--- config.mk ---
export PLATFORM = sky130hd
export DESIGN_NAME = sarref_top
export DESIGN_NICKNAME = d
export VERILOG_FILES = /design/src/rtl/sarref_pkg.sv /design/src/rtl/sarref_sync.sv /design/src/rtl/sarref_flag.sv /design/src/rtl/sarref_top.sv
export VERILOG_INCLUDE_DIRS = /design/src /design/src/rtl
export SDC_FILE = /design/constraint.sdc
export NUM_CORES = 1
export LEC_CHECK = 0
export BUFFER_PORTS_ARGS = -buffer_cell sky130_fd_sc_hd__buf_2
export CAP_MARGIN = 20
export CORE_MARGIN = 2
export CORE_UTILIZATION = 49
export DETAILED_ROUTE_END_ITERATION = 16
export PLACE_DENSITY_LB_ADDON = 0.15
export SYNTH_ARGS = -nofsm -noshare
export SYNTH_HDL_FRONTEND = slang
export SYNTH_SLANG_ARGS = --single-unit
--- constraint.sdc ---
create_clock -name clk_sys_in -period 2 [get_ports clk_sys_in]
set_clock_uncertainty 0.15 [all_clocks]
set_input_delay 0.6 -clock clk_sys_in [delete_from_list [all_inputs] [get_ports clk_sys_in]]
set_output_delay 0.6 -clock clk_sys_in [all_outputs]
set_load 0.03 [all_outputs]
--- src/rtl/sarref_cfg.svh ---
// Purpose: offsets, field positions, reset values and timing counts
// Assumes: classic wishbone, byte index times four is the byte address
// Notes:   definitions only
`ifndef SARREF_CFG_SVH
`define SARREF_CFG_SVH
// ----------------------------------------------------------------
// register indices (byte address = index * 4)
// ----------------------------------------------------------------
`define SARREF_IDX_REF_CTRL    8'h06
`define SARREF_IDX_RSVD_A      8'h07
`define SARREF_IDX_RSVD_B      8'h08
`define SARREF_IDX_TOUCH_STAT  8'h09
`define SARREF_IDX_AUX_STAT    8'h0a
`define SARREF_IDX_RSVD_C      8'h0b
`define SARREF_IDX_RSVD_D      8'h0c
`define SARREF_IDX_BUF_CTRL    8'h0d
`define SARREF_IDX_IRQ_STAT    8'h10
`define SARREF_IDX_IRQ_MASK    8'h11
// ----------------------------------------------------------------
// field positions and reset values
// ----------------------------------------------------------------
`define SARREF_BIT_REF_INT     7
`define SARREF_BIT_REF_HIGH    6
`define SARREF_BIT_REF_AUTO    5
`define SARREF_BIT_WAIT_HI     3
`define SARREF_BIT_WAIT_LO     2
`define SARREF_BIT_BAT_MODE    0
`define SARREF_BIT_BUF_EN      7
`define SARREF_RST_REF_CTRL    8'h20
`define SARREF_RST_RSVD        8'h00
`define SARREF_RST_TOUCH_RSVD  1'b0
`define SARREF_AUX_RSVD_MASK   8'h1c
// ----------------------------------------------------------------
// timing: waits are printed at an 8 mhz divided clock
// ----------------------------------------------------------------
`define SARREF_WAIT_CLK_KHZ    8000
`define SARREF_WAIT1_US        100
`define SARREF_WAIT2_US        500
`define SARREF_WAIT3_US        1000
`define SARREF_WAIT1_CYC       ((`SARREF_WAIT1_US * `SARREF_WAIT_CLK_KHZ) / 1000)
`define SARREF_WAIT2_CYC       ((`SARREF_WAIT2_US * `SARREF_WAIT_CLK_KHZ) / 1000)
`define SARREF_WAIT3_CYC       ((`SARREF_WAIT3_US * `SARREF_WAIT_CLK_KHZ) / 1000)
`define SARREF_SYNC_CLK_MHZ    50
`endif

--- src/rtl/sarref_pkg.sv ---
// Purpose: types shared by the reference and status block
// Assumes: sarref_cfg.svh holds the numbers
// Notes:   none
package sarref_pkg;
  typedef struct packed {
    logic       use_internal;
    logic       level_high;
    logic       auto_power;
    logic [1:0] wait_code;
    logic       battery_mode;
  } sarref_ref_cfg_t;

  typedef struct packed {
    logic x;
    logic y;
    logic pressure_one;
    logic pressure_two;
    logic aux_input_one;
    logic aux_input_two;
    logic battery_pin;
    logic temperature_one;
    logic temperature_two;
  } sarref_chan_t;

  typedef enum logic [1:0] {
    SARREF_IDLE   = 2'b00,
    SARREF_SETTLE = 2'b01,
    SARREF_GO     = 2'b10
  } sarref_state_t;
endpackage : sarref_pkg

--- src/rtl/sarref_sync.sv ---
// Purpose: two flip-flop synchroniser for pin levels
// Assumes: input is asynchronous to clk_sys_in
// Notes:   first stage is read only by the second
`timescale 1ns/100ps
module sarref_sync #(
  parameter int WIDTH = 1
) (
  // clock and reset
  input  wire logic             clk_sys_in,
  input  wire logic             rst_b_in,
  // data
  input  wire logic [WIDTH-1:0] d_in,
  output logic      [WIDTH-1:0] q_out
);
  logic [WIDTH-1:0] meta_r;

  always_ff @(posedge clk_sys_in or negedge rst_b_in) begin
    if (!rst_b_in) begin
      meta_r <= '0;
      q_out  <= '0;
    end else begin
      meta_r <= d_in;
      q_out  <= meta_r;
    end
  end
endmodule : sarref_sync

--- src/rtl/sarref_flag.sv ---
// Purpose: sticky new-data flag, set by hardware, cleared by a read
// Assumes: set and clear are single-cycle pulses on clk_sys_in
// Notes:   set wins over clear so no event is lost
`timescale 1ns/100ps
module sarref_flag (
  // clock and reset
  input  wire logic clk_sys_in,
  input  wire logic rst_b_in,
  // control
  input  wire logic set_in,
  input  wire logic clr_in,
  input  wire logic flush_in,
  output logic      flag_out
);
  always_ff @(posedge clk_sys_in or negedge rst_b_in) begin
    if (!rst_b_in) begin
      flag_out <= 1'b0;
    end else if (set_in) begin
      flag_out <= 1'b1;
    end else if (clr_in || flush_in) begin
      flag_out <= 1'b0;
    end
  end
endmodule : sarref_flag

--- src/rtl/sarref_top.sv ---
// Purpose: sar reference control and conversion status registers
// Assumes: classic wishbone slave, 32-bit data, single clock
// Notes:   conversion sequencer and result storage live outside
//
// Overview of operation
// - reference-select bit: 0 external reference, 1 internal, reset 0.
// - reference-level bit: 0 gives 1.25 V internal level, 1 gives 2.5 V, reset 0.
// - auto-power bit, reset 1, gates the internal reference with conversions; 0 keeps it on.
// - two-bit settle field: 00 none, 01 100 us, 10 500 us, 11 1 ms, reset 00.
// - settle waits are counted in divided-clock cycles, 8 MHz nominal, scaling with it.
// - battery-mode bit: 0 battery input is a plain auxiliary input, 1 measures the battery.
// - read-only pen-touch bit reads 1 while touched, reset 0.
// - read-only bit reads 0 while the converter is busy, 1 when idle, reset 1.
// - summary new-data flag sets on results and clears only when all are read.
// - x, y, pressure-one and pressure-two flags sit at bits 3..0, each cleared by its read.
// - aux one, aux two, battery, temperature one and two flags sit at bits 7,6,5,1,0.
// - a buffer-enable bit marks flags invalid; clearing it resets the buffer pointers.
`timescale 1ns/100ps
`include "sarref_cfg.svh"
module sarref_top
  import sarref_pkg::*;
#(
  parameter int DIV_CLK_KHZ = `SARREF_WAIT_CLK_KHZ,
  parameter int WAIT1_CYC   = `SARREF_WAIT1_CYC,
  parameter int WAIT2_CYC   = `SARREF_WAIT2_CYC,
  parameter int WAIT3_CYC   = `SARREF_WAIT3_CYC
) (
  // clock and reset
  input  wire logic        clk_sys_in,
  input  wire logic        rst_b_in,
  // wishbone slave
  input  wire logic        wb_cyc_in,
  input  wire logic        wb_stb_in,
  input  wire logic        wb_we_in,
  input  wire logic [7:0]  wb_adr_in,
  input  wire logic [3:0]  wb_sel_in,
  input  wire logic [31:0] wb_dat_in,
  output logic      [31:0] wb_dat_out,
  output logic             wb_ack_out,
  output logic             wb_err_out,
  // divided master clock tick, one pulse per divided period
  input  wire logic        div_tick_in,
  // sequencer
  input  wire logic        conv_req_in,
  output logic             conv_go_out,
  input  wire logic        conv_busy_in,
  input  wire sarref_chan_t stored_in,
  input  wire sarref_chan_t read_in,
  // pen pin
  input  wire logic        pen_touch_in,
  // analog controls
  output sarref_ref_cfg_t  ref_cfg_out,
  output logic             ref_power_out,
  output logic             buffer_enable_out,
  output logic             buffer_ptr_reset_out,
  // interrupt
  output logic             irq_out
);
  // ----------------------------------------------------------------
  // registers
  // ----------------------------------------------------------------
  logic [7:0]      ref_ctrl_r;
  logic [7:0]      rsvd_a_r;
  logic [7:0]      rsvd_b_r;
  logic [7:0]      rsvd_c_r;
  logic [7:0]      rsvd_d_r;
  logic            touch_rsvd_r;
  logic [2:0]      aux_rsvd_r;
  logic            buf_en_r;
  logic [1:0]      irq_stat_r;
  logic [1:0]      irq_mask_r;
  logic            ack_r;
  logic [31:0]     rdata_r;
  sarref_state_t   state_r;
  sarref_state_t   state_nxt;
  logic [15:0]     wait_cnt_r;
  logic [15:0]     wait_cnt_nxt;
  logic            pen_sync;
  logic            pen_prev_r;
  sarref_chan_t    flags;
  logic            summary_flag;

  // ----------------------------------------------------------------
  // bus decode
  // ----------------------------------------------------------------
  wire        req        = wb_cyc_in && wb_stb_in && !ack_r;
  wire        wr_lane0   = req && wb_we_in && wb_sel_in[0];
  wire        rd_req     = req && !wb_we_in;
  wire [7:0]  idx        = {2'b00, wb_adr_in[7:2]};
  wire        hit_ref    = (idx == `SARREF_IDX_REF_CTRL);
  wire        hit_rsvd_a = (idx == `SARREF_IDX_RSVD_A);
  wire        hit_rsvd_b = (idx == `SARREF_IDX_RSVD_B);
  wire        hit_touch  = (idx == `SARREF_IDX_TOUCH_STAT);
  wire        hit_aux    = (idx == `SARREF_IDX_AUX_STAT);
  wire        hit_rsvd_c = (idx == `SARREF_IDX_RSVD_C);
  wire        hit_rsvd_d = (idx == `SARREF_IDX_RSVD_D);
  wire        hit_buf    = (idx == `SARREF_IDX_BUF_CTRL);
  wire        hit_istat  = (idx == `SARREF_IDX_IRQ_STAT);
  wire        hit_imask  = (idx == `SARREF_IDX_IRQ_MASK);
  wire        hit_any    = hit_ref || hit_rsvd_a || hit_rsvd_b || hit_touch || hit_aux
                           || hit_rsvd_c || hit_rsvd_d || hit_buf || hit_istat || hit_imask;
  wire [7:0]  wbyte      = wb_dat_in[7:0];

  // ----------------------------------------------------------------
  // pen input passes a synchroniser
  // ----------------------------------------------------------------
  sarref_sync #(
    .WIDTH (1)
  ) u_pen_sync (
    .clk_sys_in (clk_sys_in),
    .rst_b_in   (rst_b_in),
    .d_in       (pen_touch_in),
    .q_out      (pen_sync)
  );

  // ----------------------------------------------------------------
  // new-data flags
  // ----------------------------------------------------------------
  // flags only track results outside buffer mode
  wire [8:0] flag_set   = buf_en_r ? 9'h000 : stored_in;
  wire [8:0] flag_clr   = read_in;
  wire       buf_flush  = wr_lane0 && hit_buf && !wbyte[`SARREF_BIT_BUF_EN];

  genvar g;
  generate
    for (g = 0; g < 9; g++) begin : g_flag
      sarref_flag u_flag (
        .clk_sys_in (clk_sys_in),
        .rst_b_in   (rst_b_in),
        .set_in     (flag_set[g]),
        .clr_in     (flag_clr[g]),
        .flush_in   (1'b0),
        .flag_out   (flags[g])
      );
    end
  endgenerate

  // summary stays up until every channel result has been read
  assign summary_flag = |flags;

  // ----------------------------------------------------------------
  // read data mux
  // ----------------------------------------------------------------
  wire [7:0] touch_view = {pen_sync,
                           !conv_busy_in,
                           summary_flag,
                           touch_rsvd_r,
                           flags.x, flags.y, flags.pressure_one,
                           flags.pressure_two};
  wire [7:0] aux_view   = {flags.aux_input_one, flags.aux_input_two,
                           flags.battery_pin, aux_rsvd_r,
                           flags.temperature_one, flags.temperature_two};

  wire [7:0] rd_byte =
      hit_ref    ? ref_ctrl_r :
      hit_rsvd_a ? rsvd_a_r :
      hit_rsvd_b ? rsvd_b_r :
      hit_touch  ? touch_view :
      hit_aux    ? aux_view :
      hit_rsvd_c ? rsvd_c_r :
      hit_rsvd_d ? rsvd_d_r :
      hit_buf    ? {buf_en_r, 7'h00} :
      hit_istat  ? {6'h00, irq_stat_r} :
      hit_imask  ? {6'h00, irq_mask_r} :
                   8'h00;

  // ----------------------------------------------------------------
  // settle timer before each conversion
  // ----------------------------------------------------------------
  // counts divided-clock ticks, so waits scale with the divided rate
  wire [15:0] wait_len =
      (ref_ctrl_r[3:2] == 2'b01) ? 16'(WAIT1_CYC) :
      (ref_ctrl_r[3:2] == 2'b10) ? 16'(WAIT2_CYC) :
      (ref_ctrl_r[3:2] == 2'b11) ? 16'(WAIT3_CYC) :
                                   16'h0000;

  always_comb begin
    state_nxt    = state_r;
    wait_cnt_nxt = wait_cnt_r;
    conv_go_out  = 1'b0;
    case (state_r)
      SARREF_IDLE: begin
        if (conv_req_in) begin
          wait_cnt_nxt = wait_len;
          state_nxt    = (wait_len == 16'h0000) ? SARREF_GO : SARREF_SETTLE;
        end
      end
      SARREF_SETTLE: begin
        if (div_tick_in) begin
          wait_cnt_nxt = wait_cnt_r - 16'h0001;
          if (wait_cnt_r == 16'h0001) begin
            state_nxt = SARREF_GO;
          end
        end
      end
      SARREF_GO: begin
        conv_go_out = 1'b1;
        state_nxt   = SARREF_IDLE;
      end
      default: begin
        state_nxt = SARREF_IDLE;
      end
    endcase
  end

  // ----------------------------------------------------------------
  // analog controls
  // ----------------------------------------------------------------
  assign ref_cfg_out.use_internal = ref_ctrl_r[`SARREF_BIT_REF_INT];
  assign ref_cfg_out.level_high   = ref_ctrl_r[`SARREF_BIT_REF_HIGH];
  assign ref_cfg_out.auto_power   = ref_ctrl_r[`SARREF_BIT_REF_AUTO];
  assign ref_cfg_out.wait_code    = ref_ctrl_r[`SARREF_BIT_WAIT_HI:`SARREF_BIT_WAIT_LO];
  assign ref_cfg_out.battery_mode = ref_ctrl_r[`SARREF_BIT_BAT_MODE];
  // the reference also settles while powered ahead of a conversion
  assign ref_power_out = !ref_ctrl_r[`SARREF_BIT_REF_AUTO] || conv_busy_in
                         || (state_r != SARREF_IDLE);
  assign buffer_enable_out    = buf_en_r;
  assign buffer_ptr_reset_out = !buf_en_r;

  // ----------------------------------------------------------------
  // interrupts: bit0 new data, bit1 pen down
  // ----------------------------------------------------------------
  wire       pen_rise  = pen_sync && !pen_prev_r;
  wire [1:0] irq_event = {pen_rise, |flag_set};
  wire [1:0] irq_w1c   = (wr_lane0 && hit_istat) ? wbyte[1:0] : 2'b00;
  assign irq_out    = |(irq_stat_r & irq_mask_r);
  assign wb_ack_out = ack_r;
  assign wb_err_out = 1'b0;
  assign wb_dat_out = rdata_r;

  // ----------------------------------------------------------------
  // state
  // ----------------------------------------------------------------
  always_ff @(posedge clk_sys_in or negedge rst_b_in) begin
    if (!rst_b_in) begin
      state_r    <= SARREF_IDLE;
      wait_cnt_r <= 16'h0000;
      pen_prev_r <= 1'b0;
      irq_stat_r <= 2'b00;
      ack_r      <= 1'b0;
      rdata_r    <= 32'h0000_0000;
    end else begin
      state_r    <= state_nxt;
      wait_cnt_r <= wait_cnt_nxt;
      pen_prev_r <= pen_sync;
      // set wins over the write-one clear
      irq_stat_r <= (irq_stat_r & ~irq_w1c) | irq_event;
      ack_r      <= req;
      rdata_r    <= rd_req ? {24'h00_0000, rd_byte} : 32'h0000_0000;
    end
  end

  // reserved registers just hold what software writes; only reset values are expected
  always_ff @(posedge clk_sys_in or negedge rst_b_in) begin
    if (!rst_b_in) begin
      ref_ctrl_r   <= `SARREF_RST_REF_CTRL;
      rsvd_a_r     <= `SARREF_RST_RSVD;
      rsvd_b_r     <= `SARREF_RST_RSVD;
      rsvd_c_r     <= `SARREF_RST_RSVD;
      rsvd_d_r     <= `SARREF_RST_RSVD;
      touch_rsvd_r <= `SARREF_RST_TOUCH_RSVD;
      aux_rsvd_r   <= 3'b000;
      buf_en_r     <= 1'b0;
      irq_mask_r   <= 2'b00;
    end else if (wr_lane0) begin
      if (hit_ref) begin
        ref_ctrl_r <= wbyte;
      end else if (hit_rsvd_a) begin
        rsvd_a_r <= wbyte;
      end else if (hit_rsvd_b) begin
        rsvd_b_r <= wbyte;
      end else if (hit_rsvd_c) begin
        rsvd_c_r <= wbyte;
      end else if (hit_rsvd_d) begin
        rsvd_d_r <= wbyte;
      end else if (hit_touch) begin
        touch_rsvd_r <= wbyte[4];
      end else if (hit_aux) begin
        aux_rsvd_r <= wbyte[4:2];
      end else if (hit_buf) begin
        buf_en_r <= !buf_flush;
      end else if (hit_imask) begin
        irq_mask_r <= wbyte[1:0];
      end
    end
  end
endmodule : sarref_top

Word level (Yosys, flattened, before mapping)
Cells that the tools add are included.

operators by class
  equal/unequal tests = 19
  reduce and logical (&&, ||, !) cells = 46
  $add $sub $neg = 1
  multiplexer cells = 43
  bitwise operators = 12

operators with widths
  operator                 count
  $mux W8                  9
  $mux W13                 3
  $eq A6 B4 Y1 const B     6
  $mux W16                 2
  $pmux W16 S2             1
  $reduce_bool A2 Y1       11
  $mux W1                  19
  $reduce_or A9 Y1         2
  $eq A16 B1 Y1 const B    1
  $logic_not A16 Y1        1
  $sub A16 B1 Y16 const B  1
  $mux W2                  7
  $eq A6 B3 Y1 const B     2
  $eq A6 B5 Y1 const B     2
  $reduce_and A10 Y1       1
  $logic_and A1 B1 Y1      9
  $mux W9                  1
  $reduce_and A3 Y1        3
  $reduce_and A9 Y1        1
  $logic_not A1 Y1         8
  $not A1 Y1               8
  $reduce_and A8 Y1        1
  $reduce_and A7 Y1        1
  $eq A2 B2 Y1 const B     3
  other kinds (13)         18

word-level totals
  register bits after elaboration = 88
  input port bits = 71

Logic depth before layout (Yosys ltp)
  depth after elaboration = 12
  depth in mapped cells = 7
  gate-level depth less buffers = 7

Cells and area by module
A second synthesis with hierarchy kept.

unflattened totals
  cell total of the unflattened synthesis = 458
  area total of the unflattened synthesis = 4,790.8 µm²

by module, submodules not included
  module       area each (µm²)  times used  sequential area each (µm²)  cells each
  sarref_top   4,414.2          1           1,928.1                     429
  sarref_flag  36.3             9           25.0                        3
  sarref_sync  50.0             1           50.0                        2

Least setup slack after synthesis
OpenSTA, ideal clock, no wires.

  kind = input to register
  from = input wb_adr_in[4]
  to = register irq_mask_r[0]
  data arrival time = 1.886 ns
  stages on the path = 4
  library setup time = 0.125 ns
  path buffers = 1
  setup slack = -0.161 ns
  path through = buf_2 -> or4b_4 -> nor3_1 -> mux2_2

on the way
  longest elaborated chain between the ends = 3
  elaborated cells on any way between the ends = 18
  those cells by class = eq/ne: 9; bitwise: 8; reduce/logical: 1

ends and longest elaborated chain
  element                                                        line               source
  from (decl)                                                    sarref_top.sv:35   input wire logic [7:0] wb_adr_in,
  $eq A6 B4 Y1 (no line) / $eq A6 B3 Y1 (equally long branches)  n/a
  $not A1 Y1 (no line)                                           n/a
  $reduce_and A10 Y1 (no line) (*)                               n/a
  to (signal assigned)                                           sarref_top.sv:283  irq_mask_r <= wbyte[1:0];
  to (decl)                                                      sarref_top.sv:71   logic [1:0] irq_mask_r;

Every way passes the cells marked *; elsewhere a longest branch is shown, timed or not.
A chain may end at the register's enable or synchronous reset.

Worst setup path after layout
  from = register state_r[1]
  to = output ref_power_out

on the way
  longest elaborated chain between the ends = 2

ends and longest elaborated chain
  element                 line               source
  from (decl)             sarref_top.sv:74   sarref_state_t state_r;
  from (signal assigned)  sarref_top.sv:243  state_r <= state_nxt;
  $reduce_bool A2 Y1      sarref_top.sv:216  || (state_r != SARREF_IDLE);
  $logic_or A1 B1 Y1      sarref_top.sv:215  assign ref_power_out = !ref_ctrl_r[`SARREF_BIT_REF_AUTO] || conv_busy_in
  to (decl)               sarref_top.sv:53   output logic ref_power_out,

Every way passes these cells.

==> impl_metrics.ini <==
[outcome]
status = complete, no violations

[worst_setup_path]
critPathMaxFanout = 6
worstSetupEndpointType = primary output
worstSetupStartpointType = flip-flop
crit_start = state_r[1]$_DFFE_PN0P_
timing.rr.start = wait_cnt_r[12]$_DFFE_PN0P_
cp.arrival_ns = 1.19
reg2reg_depth = 5
crit_required_ns = 1.25
crit_type = reg -> out

[grt]
grt_pass1_vias = 3748
grt_overflow_total = 0
groute.usage.overall_pct = 23.3
grt_antenna_before_repair = 0
grt_max_degree = 89
grt_pass1_wl_mm = 18.7

[routing]
wl_mm = 11.5
vias = 3706
drt-initial-drc-count = 143
drc = 0
wl_per_cell_um = 16.7
via_per_inst = 5.39
antenna_left = 0
dr.pass1.iters = 4

[power]
peakVddDrop_mv = 0.404
power.density_mw_per_mm2 = 838
leakage_nw = 2.88
power_w = 0.00483

[synth]
ys_seq_area_share_pct = 46.2
synthCells = 443
synth_cell_type_count = 67
yosys_warnings = 0
postSynth.topFlopCell = dfrtp_1
synthArstFlopShare_pct = 100
netlist_area_mm2 = 0.00477
ys_seq_elements = 88
synth_area_per_cell_um2 = 10.8
synth_enable_flop_cells = 0

[cells_and_area]
syn2layout_area_growth_pct = 20.9
fill_cells = 852
drive_gt1_share_pct = 37.8
diodes = 0
nets = 629
final_util_pct = 60.1

[clock_tree]
cts.htree.levels = 3
clk-insertion-delay-late_ns = 0.36
cts-buffers-inserted = 9
clk_path_buf_depth = 2
clk_pin_slew_ns = 0.10
hold_buffers = 0
cts_tree = built
root_buffer = clkbuf_8
clkSinkCount = 88

[sta]
fin_ws_ns = 0.0595
min_period_ns = 1.94
hold_viol_final = 0
period_share_pct = 97.0
setup_tns_ns = 0
rsz0062_at_grt = no
finalMaxSlewViolations = 0
setup_viol = 0
max_freq_mhz = 515

[min_path]
hold_class = in -> async

[floorplanning]
die_w_um = 103
initial_core_util_pct = 49.7
coreArea_mm2 = 0.00959
fp.dieArea_mm2 = 0.0105
die_h_um = 103
io_pins = 116
rows = 36

[placement]
pre_cts_ws_ns = -0.349
finalWeightedCongestion = 0.924
port_buffers = 61
hpwl_mm = 8.46

[flow_run]
cap_violations = 0
## cells in the final DEF (no fill, tap or decap), types with 13 or more instances in the layout
cell type	Yosys	layout
inv_1	19	19
a22o_1	13	13
dfrtp_1	87	85
buf_2	11	60
mux2_2	49	48
o21ai_0	16	16
nand2_1	20	20
nand3_1	13	13
conb_1	1	25
nor2_1	29	27
buf_4	32	57
a21oi_1	16	16
## power breakdown
| group | total [W] | switching [W] | internal [W] |
|---|---|---|---|
| logic | 0.00138 | 0.000805 | 0.000573 |
| clock network | 0.00132 | 0.000711 | 0.000604 |
| registers | 0.00214 | 0.000178 | 0.00196 |
| total | 0.00483 | 0.00169 | 0.00314 |
## sequential cells by signal (all words and copies together), names as in the netlist, 2 cells and up
name	cells
rsvd_c_r	8
wb_dat_out	8
wait_cnt_r	16
state_r	2
rsvd_a_r	8
irq_stat_r	2
irq_mask_r	2
aux_rsvd_r	3
ref_ctrl_r	8
rsvd_d_r	8
g_flag.u_flag.flag_out	9
rsvd_b_r	8
## stage by stage
step	std cells	hold WS (ns)	area [µm²]
3_3_place_gp	670	0.193	5540
6_report	688	0.0894	5770
3_5_place_dp	670	0.202	5540
5_1_grt	688	0.130	5770
4_1_cts	688	0.125	5760
2_1_floorplan	467	0.154	4940
## layout make-up
class,count,area (µm²),share of cell area [%]
Multi-Input combinational cell,309,2300,40.0
Sequential cell,88,2210,38.3
Timing Repair Buffer,122,803,13.9
Tap cell,133,166,2.89
Clock buffer,9,124,2.15
Clock inverter,7,86.3,1.50
Inverter,20,75.1,1.30
## final timing paths
path	slack (ns)	to
max	0.06	ref_power_out
min	0.09	wait_cnt_r[11]$_DFFE_PN0P_
max reg2reg	0.12	wait_cnt_r[15]$_DFFE_PN0P_
min reg2reg	0.22	pen_prev_r$_DFF_PN0_
max in group asynchronous	1.21	state_r[0]$_DFFE_PN0P_
min in group clk_sys_in	0.19	u_pen_sync.meta_r$_DFF_PN0_
## logic make-up (layout without fill, tap and decap cells)
kind of cell	count (synthesis)	in the layout	share of synthesized area, %
AO/OA/AOI/OAI	83	83	12.1
flip-flops	88	88	46.2
AND/OR/NAND/NOR	128	128	16.0
multiplexers	59	59	13.9
XOR/XNOR	6	6	1.10
buffers and inverters	70	158	8.47
adder cells (fa/ha/maj)	8	8	2.10
other	1	25	0.0786
## timing repair
item | CTS | global route
pin swaps | 0 | 0
gates resized for setup | 2 | 2
endpoints found under the setup margin | 2 | 3
setup buffers | 2 | 0
## Yosys cell counts (all sizes together) (4+ instances only)
library cell   n  area [µm²]
nor3          14        80.1
nand3b         5        41.3
nor2          30         120
dfrtp         87        2180
nand4          4        31.3
nand3         14        82.6
o21ai         16        80.1
mux2          49         552
nor4           6        37.5
nand2b         8        50.1
a221oi         6        52.6
a22o          13         114
mux2i          9        90.1
ha             8         100
clkbuf         5        18.8
nor2b          4        25.0
o22ai          7        43.8
nand2         20        75.1
buf           45         310
inv           19        71.3
xnor2          4        35.0
a21oi         16        80.1
## worst max-delay path: stages, from the launching register on
cell and delay [ns]:
dfrtp_2 0.47, nor2_2 0.11, nand3b_1 0.07, buf_2 0.18
## layer usage
| metal | share of wire, % | track usage, % | wire, µm | vias to the layer above |
|---|---|---|---|---|
| met5 | 0 | 0 | 0 | - |
| met4 | 3.1 | 9.85 | 358 | 0 |
| met3 | 2.9 | 2.78 | 332 | 21 |
| met2 | 52 | 41.2 | 5940 | 76 |
| met1 | 42 | 28.9 | 4880 | 1835 |
| li1 | - | - | - | 1774 |
(Power assumes the default switching activity.)
